--- src/rtl/cati_pkg.sv ---
// Package with timing constants and state codes for the camera trigger and timing I/O block
package cati_pkg;
  // ==========================================
  // Timing
  localparam int CLK_HZ = 25000000;
  localparam int ECHO_TIME_NS = 6000;
  localparam int ECHO_CYCLES_INT = (ECHO_TIME_NS * (CLK_HZ / 1000000)) / 1000;
  localparam logic [7:0] ECHO_CYCLES = ECHO_CYCLES_INT[7:0];
  localparam logic [7:0] ECHO_CNT_RST = 8'h00;
  // ==========================================
  // Trigger sources
  localparam int NUM_SRC = 3;
  localparam logic [2:0] SYNC_RST = 3'h7;
  // ==========================================
  // Echo pulse states
  typedef enum logic [1:0] {
    CATI_IDLE = 2'b01,
    CATI_PULSE = 2'b10
  } cati_echo_t;
endpackage

--- src/rtl/cati_trig_if.sv ---
// Interface carrying trigger events between the edge detector and the main logic
`timescale 1ns/100ps
interface cati_trig_if;
  logic [2:0] raw;
  logic fire;
  logic [2:0] which;
  modport det (input raw, output fire, output which);
  modport top (output raw, input fire, input which);
endinterface

--- src/rtl/cati_edge_det.sv ---
// Synchroniser and falling-edge detector for the three trigger sources
`timescale 1ns/100ps
module cati_edge_det (
  // Clock and control
  input wire logic clk,
  input wire logic srst,
  input wire logic ce,
  // Trigger lines
  cati_trig_if.det trig
);
  // ==========================================
  // Two-stage synchroniser, then one history stage for edge detection
  logic [2:0] meta;
  logic [2:0] sync;
  logic [2:0] hist;
  wire [2:0] fall;

  genvar g;
  generate
    for (g = 0; g < cati_pkg::NUM_SRC; g++) begin : g_src
      always_ff @(posedge clk) begin
        if (srst) begin
          meta[g] <= cati_pkg::SYNC_RST[g];
          sync[g] <= cati_pkg::SYNC_RST[g];
          hist[g] <= cati_pkg::SYNC_RST[g];
        end else if (ce) begin
          meta[g] <= trig.raw[g];
          sync[g] <= meta[g];
          hist[g] <= sync[g];
        end
      end
      // One falling edge gives one single-cycle event
      assign fall[g] = hist[g] & ~sync[g] & ce;
    end
  endgenerate

  assign trig.which = fall;
  assign trig.fire = |fall;
endmodule

--- src/rtl/cati_top.sv ---
// Camera auxiliary trigger, strobe, echo and framing output logic
`timescale 1ns/100ps
module cati_top (
  // Clock, reset, enable
  input wire logic clk,
  input wire logic srst,
  input wire logic ce,
  // External trigger inputs
  input wire logic trig_se_in,
  input wire logic trig_diff_p,
  input wire logic trig_diff_n,
  input wire logic cc1_in,
  // Sequencer status
  input wire logic overlap_mode,
  input wire logic sensor_exposing,
  input wire logic line_pixels_valid,
  input wire logic frame_lines_active,
  // Request to the sequencer
  output logic exposure_start,
  // Auxiliary outputs
  output logic strobe_out,
  output logic trig_echo_out,
  output logic line_window_out,
  output logic frame_window_out
);
  // ==========================================
  // Source combination
  cati_trig_if trig ();
  // Differential level is high when P is above N
  wire diff_level = trig_diff_p & ~trig_diff_n;
  assign trig.raw = {cc1_in, diff_level, trig_se_in};

  cati_edge_det u_det (
    .clk(clk),
    .srst(srst),
    .ce(ce),
    .trig(trig)
  );

  assign exposure_start = trig.fire;

  // ==========================================
  // Echo pulse
  // A new edge during a pulse restarts the full width, so the echo never
  // truncates; closely spaced triggers merge into one longer pulse.
  cati_pkg::cati_echo_t state;
  cati_pkg::cati_echo_t next_state;
  logic [7:0] cnt;
  logic [7:0] next_cnt;
  wire cnt_done = (cnt == cati_pkg::ECHO_CYCLES - 8'h01);

  always_comb begin
    next_state = state;
    next_cnt = cnt;
    unique case (state)
      cati_pkg::CATI_IDLE: begin
        if (trig.fire) begin
          next_state = cati_pkg::CATI_PULSE;
          next_cnt = cati_pkg::ECHO_CNT_RST;
        end
      end
      cati_pkg::CATI_PULSE: begin
        if (trig.fire) begin
          next_cnt = cati_pkg::ECHO_CNT_RST;
        end else if (cnt_done) begin
          next_state = cati_pkg::CATI_IDLE;
          next_cnt = cati_pkg::ECHO_CNT_RST;
        end else begin
          next_cnt = cnt + 8'h01;
        end
      end
      default: begin
        next_state = cati_pkg::CATI_IDLE;
        next_cnt = cati_pkg::ECHO_CNT_RST;
      end
    endcase
  end

  always_ff @(posedge clk) begin
    if (srst) begin
      state <= cati_pkg::CATI_IDLE;
      cnt <= cati_pkg::ECHO_CNT_RST;
    end else if (ce) begin
      state <= next_state;
      cnt <= next_cnt;
    end
  end

  // ==========================================
  // Registered outputs
  wire next_echo = (next_state == cati_pkg::CATI_PULSE);
  wire next_strobe = overlap_mode & sensor_exposing;

  always_ff @(posedge clk) begin
    if (srst) begin
      trig_echo_out <= 1'b0;
      strobe_out <= 1'b0;
      line_window_out <= 1'b0;
      frame_window_out <= 1'b0;
    end else if (ce) begin
      trig_echo_out <= next_echo;
      strobe_out <= next_strobe;
      line_window_out <= line_pixels_valid & frame_lines_active;
      frame_window_out <= frame_lines_active;
    end
  end

  logic [7:0] hi_cnt;
  always_ff @(posedge clk) begin
    if (srst) begin
      hi_cnt <= 8'h00;
    end else if (ce) begin
      hi_cnt <= (next_echo && !trig.fire) ? hi_cnt + 8'h01 : 8'h00;
    end
  end
endmodule

--- config.mk ---
export PLATFORM = sky130hd
export DESIGN_NAME = cati_top
export DESIGN_NICKNAME = d
export VERILOG_FILES = /design/src/rtl/cati_pkg.sv /design/src/rtl/cati_trig_if.sv /design/src/rtl/cati_edge_det.sv /design/src/rtl/cati_top.sv
export SDC_FILE = /design/constraint.sdc
export NUM_CORES = 1
export LEC_CHECK = 0
export ABC_CLOCK_PERIOD_IN_PS = 1980
export BUFFER_PORTS_ARGS = -buffer_cell sky130_fd_sc_hd__buf_2
export CAP_MARGIN = 10
export CORE_UTILIZATION = 45
export DETAILED_ROUTE_END_ITERATION = 8
export PLACE_DENSITY = 0.73
export SLEW_MARGIN = 20
export SYNTH_ARGS = -nofsm -noshare
export SYNTH_HDL_FRONTEND = slang
export SYNTH_SLANG_ARGS = --single-unit
export TNS_END_PERCENT = 5
--- constraint.sdc ---
create_clock -name clk -period 1.98 [get_ports clk]
set_input_delay 0.297 -clock clk [delete_from_list [all_inputs] [get_ports clk]]
set_output_delay 0.297 -clock clk [all_outputs]
set_load 0.01 [all_outputs]
After elaboration in Yosys (flattened, before gate mapping)

Index checks and enable logic that the tools add are counted.

Output and inout port bits: 5
Logic and storage cells: 44
Input port bits: 11
Flip-flop bits (word level): 23

Reduce and logical (&&, ||, !) cells: 2
Mux-type cells: 8
Equality and inequality tests: 5
Add/sub/neg operators: 1
Bitwise operators: 13

Operators with widths:

| kind                | count |
|---|---|
| $mux 8              | 3 |
| $pmux 8 s2          | 1 |
| $and 1x1->1         | 9 |
| $add 8x1->8 const B | 1 |
| $eq 8x8->1 const B  | 1 |
| $mux 2              | 3 |
| $eq 2x2->1 const B  | 2 |
| $not 1->1           | 4 |
| $pmux 2 s2          | 1 |
| $reduce_or 3->1     | 1 |
| $eq 2x1->1 const B  | 1 |
| $ne 2x2->1 const B  | 1 |
| $reduce_and 2->1    | 1 |

Logic depth before layout (Yosys ltp)

Depth in word-level cells: 7
Gate-level depth with buffers: 6
Gate-level depth less buffers: 6

Cells and area by module

From an unflattened synthesis, not the netlist that was laid out.

Cells, all modules: 125
Area total of the unflattened synthesis: 1,146.1 um^2

By module, submodules not included:

| module        | area an instance (um^2) | times used | sequential area each (um^2) | cells each |
|---|---|---|---|---|
| cati_top      | 750.7                   | 1          | 280.3                       | 88 |
| cati_edge_det | 395.4                   | 1          | 180.2                       | 37 |

Worst setup path after synthesis

No wires, ideal clock.

Kind: reg-to-reg
From: register cnt[1]
To: register cnt[0]
Buffers on the path: 0
Period minus slack after synthesis: 1,526 ps
Stages on the path, launching flop included: 7
Setup slack: 454 ps
Library setup time: 70 ps
Required time: 1,910 ps
Data arrival time: 1,456 ps
Cells stage by stage: dfxtp_1 > inv_1 > ha_1 > and4bb_2 > a21bo_1 > a311o_2 > a21oi_1

Word-level cells in the longest chain between the ends: 4

Ends and longest elaborated chain:

| element                  | line           | RTL |
|---|---|---|
| start: declaration       | cati_top.sv:48 | `logic [7:0] cnt;` |
| start signal: assignment | cati_top.sv:82 | `cnt <= cati_pkg::ECHO_CNT_RST;` |
| start signal: assignment | cati_top.sv:85 | `cnt <= next_cnt;` |
| $eq 8x8->1               | cati_top.sv:50 | `wire cnt_done = (cnt == cati_pkg::ECHO_CYCLES - 8'h01);` |
| $mux 8                   | cati_top.sv:65 | `end else if (cnt_done) begin` |
| $mux 8                   | cati_top.sv:63 | `if (trig.fire) begin` |
| $pmux 8 s2               | cati_top.sv:55 | `unique case (state)` |

Every way passes these cells.
A chain may end at the register's enable or synchronous reset.

Worst setup path after layout

From: register state[1]
To: register cnt[7]

Word-level cells in the longest chain between the ends: 3
Elaborated cells on any way between the ends: 5
Classes of those cells: eq/ne: 3; mux: 1; reduce/logical: 1

Ends and longest elaborated chain:

| element                    | line           | RTL |
|---|---|---|
| start: declaration         | cati_top.sv:46 | `cati_pkg::cati_echo_t state;` |
| start signal: assignment   | cati_top.sv:81 | `state <= cati_pkg::CATI_IDLE;` |
| start signal: assignment   | cati_top.sv:84 | `state <= next_state;` |
| $eq 2x1->1                 | cati_top.sv:55 |  |
| $ne 2x2->1 (no line)       | n/a            |  |
| $reduce_and 2->1 (no line) | n/a            |  |

Several ways; a longest one is shown, not always the timed one.

==> results.md <==
- Status: finished, final reports clean
- Starting Density: 49.7%
- Die area: 2740 sq um
- Largest family of logic cells by synthesized area: simple AND/OR/NAND/NOR gates
- Final setup violation count: 0
- Main synth FF type: dfxtp_1
- Max_cap viols: 0
- Pwr dens: 702 nW/um^2
- Worst VDD drop: 0.000637 V
- CTS Buffer Depth: 2
- Layout cell share with drive strength beyond 1: 19.0%
- Post-synthesis mux area share: 0.876%
- Final nets: 158
- Synth cell types: 37
- Vias in the first global route: 954
- Detailed placer's ending HPWL: 1.60 mm
- Complex-gate fraction of the synthesized area: 23.9%
- Data arrival, critical path: 2.01 ns
- Largest area contributor in the synthesized netlist: dfxtp_1
- Die Ht: 52.4 um
- DR iter-0 viols: 14
- Clk root buf: clkbuf_4
- Cts hold-fix bufs: 0
- Drt total wl: 2.28 mm
- Lkg Pwr: 0.000508 uW
- Core Util, Final: 55.2%
- First-pass GRT wire length: 3.93 mm
- I/O Buffers: 15
- Critical Path Start Type: flip-flop
- CP bufs+invs: 1
- Critical Path Fanout Max: 16
- RSZ-0062 raised after global routing: false
- Vias: 992
- DIE WIDTH: 52.4 um
- Via/cell ratio: 5.84
- Sink Count: 23
- Post-route setup slack: 0.238 ns
- Drt wl/cell: 13.4 um
- Minimum clock period: 1.74 ns
- CTS Buf Count: 3
- Antenna diodes: 0
- Post-CTS Setup Inserts: 0
- Number of synthesized flops with an enable pin: 0
- Skew-Pair Late Insertion Delay: 0.33 ns
- Largest net degree at the start of global routing: 19
- R2r setup slk: 0.24 ns
- Max-slew violations: 0
- Largest cells by area after synthesis: dfxtp_1, a211o_1, a21oi_1
- CP Cell Sequence: inv_1 > ha_1 > and4_1 > or4_1 > a21oi_1
- Post-Synth Simple-Gate Area: 26.1%
- Placement Setup Slack: 0.268 ns
- Post-route antenna net violation count: 0
- Post-synth ARST share: 0%
- Yosys warning count: 0
- Critical Path RT: 2.25 ns
- Area added between synthesis and finish: 11.1%
- I/O pin count: 16
- Syn_area_per_cell: 8.92 sq um
- Worst Hold Class: input pin to flip-flop
- Mapped cell area: 1140 sq um
- Gate Count Post-Synth: 128
- RD Place Congestion: 0.778
- CTS tree: built
- Final hold violations: 0
- Drt drc: 0
- Crit Path Class: flip-flop to flip-flop
- Post-synth top area share: 40.3%
- Initial antenna violation count: 0
- Hold slack final: 0.157 ns
- GRT Overall Usage: 19.6%
- DRT Pass-1 Iters: 4
- H-Tree Depth: 1
- Remaining global-route overflow: 0
- FP Rows: 17
- CP max stage delay: 0.55 ns
- Post-Route Setup TNS: 0 ns
- Critical path's top delay family: simple AND/OR/NAND/NOR gates
- Max-Slew Margin vs Limit: 72.5%
- Clock slew at reported path FFs: 0.13 ns
- CP Capture Type: flip-flop
- Adder-cell share of the synthesized area: 4.38%
- Final Cycle Share: 88.0%
- Syn_nets: 143
- Slowest CP cell: or4_1
- Post-CTS Resized: 0
- FMAX: 0.574 GHz
- Worst Tran Pin Value: 0.412 ns
- Xor/xnor share of the synthesized area: 0%
- Core box area: 2300 sq um
- Clock Skew: 0.00709 ns
- Sequential cell area fraction in the yosys report: 40.3%
- Yosys reg bits: 23
## cells by family (layout without fill, tap and decap cells)
group | count (synthesis) | in the layout
buf+inv | 13 | 27
simple gates | 47 | 47
compound gates | 40 | 40
flops | 23 | 23
mux | 1 | 1
fa+ha+maj | 4 | 4
## report_power, final
part	leakage [uW]	internal, uW	switching (uW)
sequential	0.000189	486	17.7
combinational	0.000306	68.0	87.9
clock	0.0000139	77.4	154
## cell type report
class | instances | area, sq um
Fill cell | 221 | 1030
Sequential cell | 23 | 460
Clock inverter | 1 | 7.51
Inverter | 6 | 22.5
Multi-Input combinational cell | 92 | 631
Timing Repair Buffer | 17 | 90.1
Clock buffer | 3 | 22.5
Tap cell | 28 | 35.0
## worst reg2reg max path, delay by kind of cell (launching register included)
kind            cells  cell delay [ns]
buf+inv             1             0.08
simple gates        2             0.84
flops               1             0.40
fa+ha+maj           1             0.22
compound gates      1             0.15
## per-layer routing
| layer | vias up | wire [um] | GRT usage, % |
|---|---|---|---|
| met5 | - | 0 | 0 |
| met4 | 0 | 44 | 12.7 |
| met3 | 7 | 103 | 6.38 |
| met2 | 28 | 1140 | 34.4 |
| met1 | 455 | 991 | 19.4 |
| li1 | 502 | - | - |
## state kept, by name, indices dropped and copies added, names as in the netlist
signal            count
cnt                   8
u_det.hist            3
u_det.meta            3
u_det.sync            3
state                 2
frame_window_out      1
line_window_out       1
strobe_out            1
trig_echo_out         1
## Yosys cell counts, drive strengths merged (2+ instances only)
| cell type | number |
|---|---|
| dfxtp | 23 |
| a21oi | 12 |
| a211o | 9 |
| nand2 | 9 |
| o21ai | 7 |
| inv | 6 |
| nor2b | 6 |
| nand3 | 5 |
| or3 | 5 |
| clkbuf | 4 |
| ha | 4 |
| nand2b | 4 |
| buf | 3 |
| nand4 | 3 |
| nor2 | 3 |
| o31ai | 3 |
| or4 | 3 |
| a31oi | 2 |
| and2 | 2 |
| nor3 | 2 |
## worst paths after layout
| check | to | from | depth (start not counted) |
|---|---|---|---|
| setup / recovery | cnt[7] | state[1] | 5 |
| hold / removal | u_det.meta[1] | trig_diff_n | 2 |
| setup reg to reg | cnt[7] | state[1] | 5 |
| hold reg to reg | u_det.sync[2] | u_det.meta[2] | 1 |
## through the flow
step	total power (uW)	instance area, sq um	std cells
finish	891	1270	170
global route	941	1270	170
CTS	901	1270	170
detailed placement	669	1240	166
global placement	660	1240	166
floorplan	628	1140	128
## cell usage in the layout (no fill, tap or decap), drive strengths merged, types with 4 or more instances in the layout
master  synthesis  routed
a211o           9       9
nand3           5       5
nor2b           6       6
or3             5       5
inv             6       6
nand2           9       9
o21ai           7       7
nand2b          4       4
a21oi          12      12
buf             3      17
dfxtp          23      23
ha              4       4
Power figures use the tool's default switching activity.
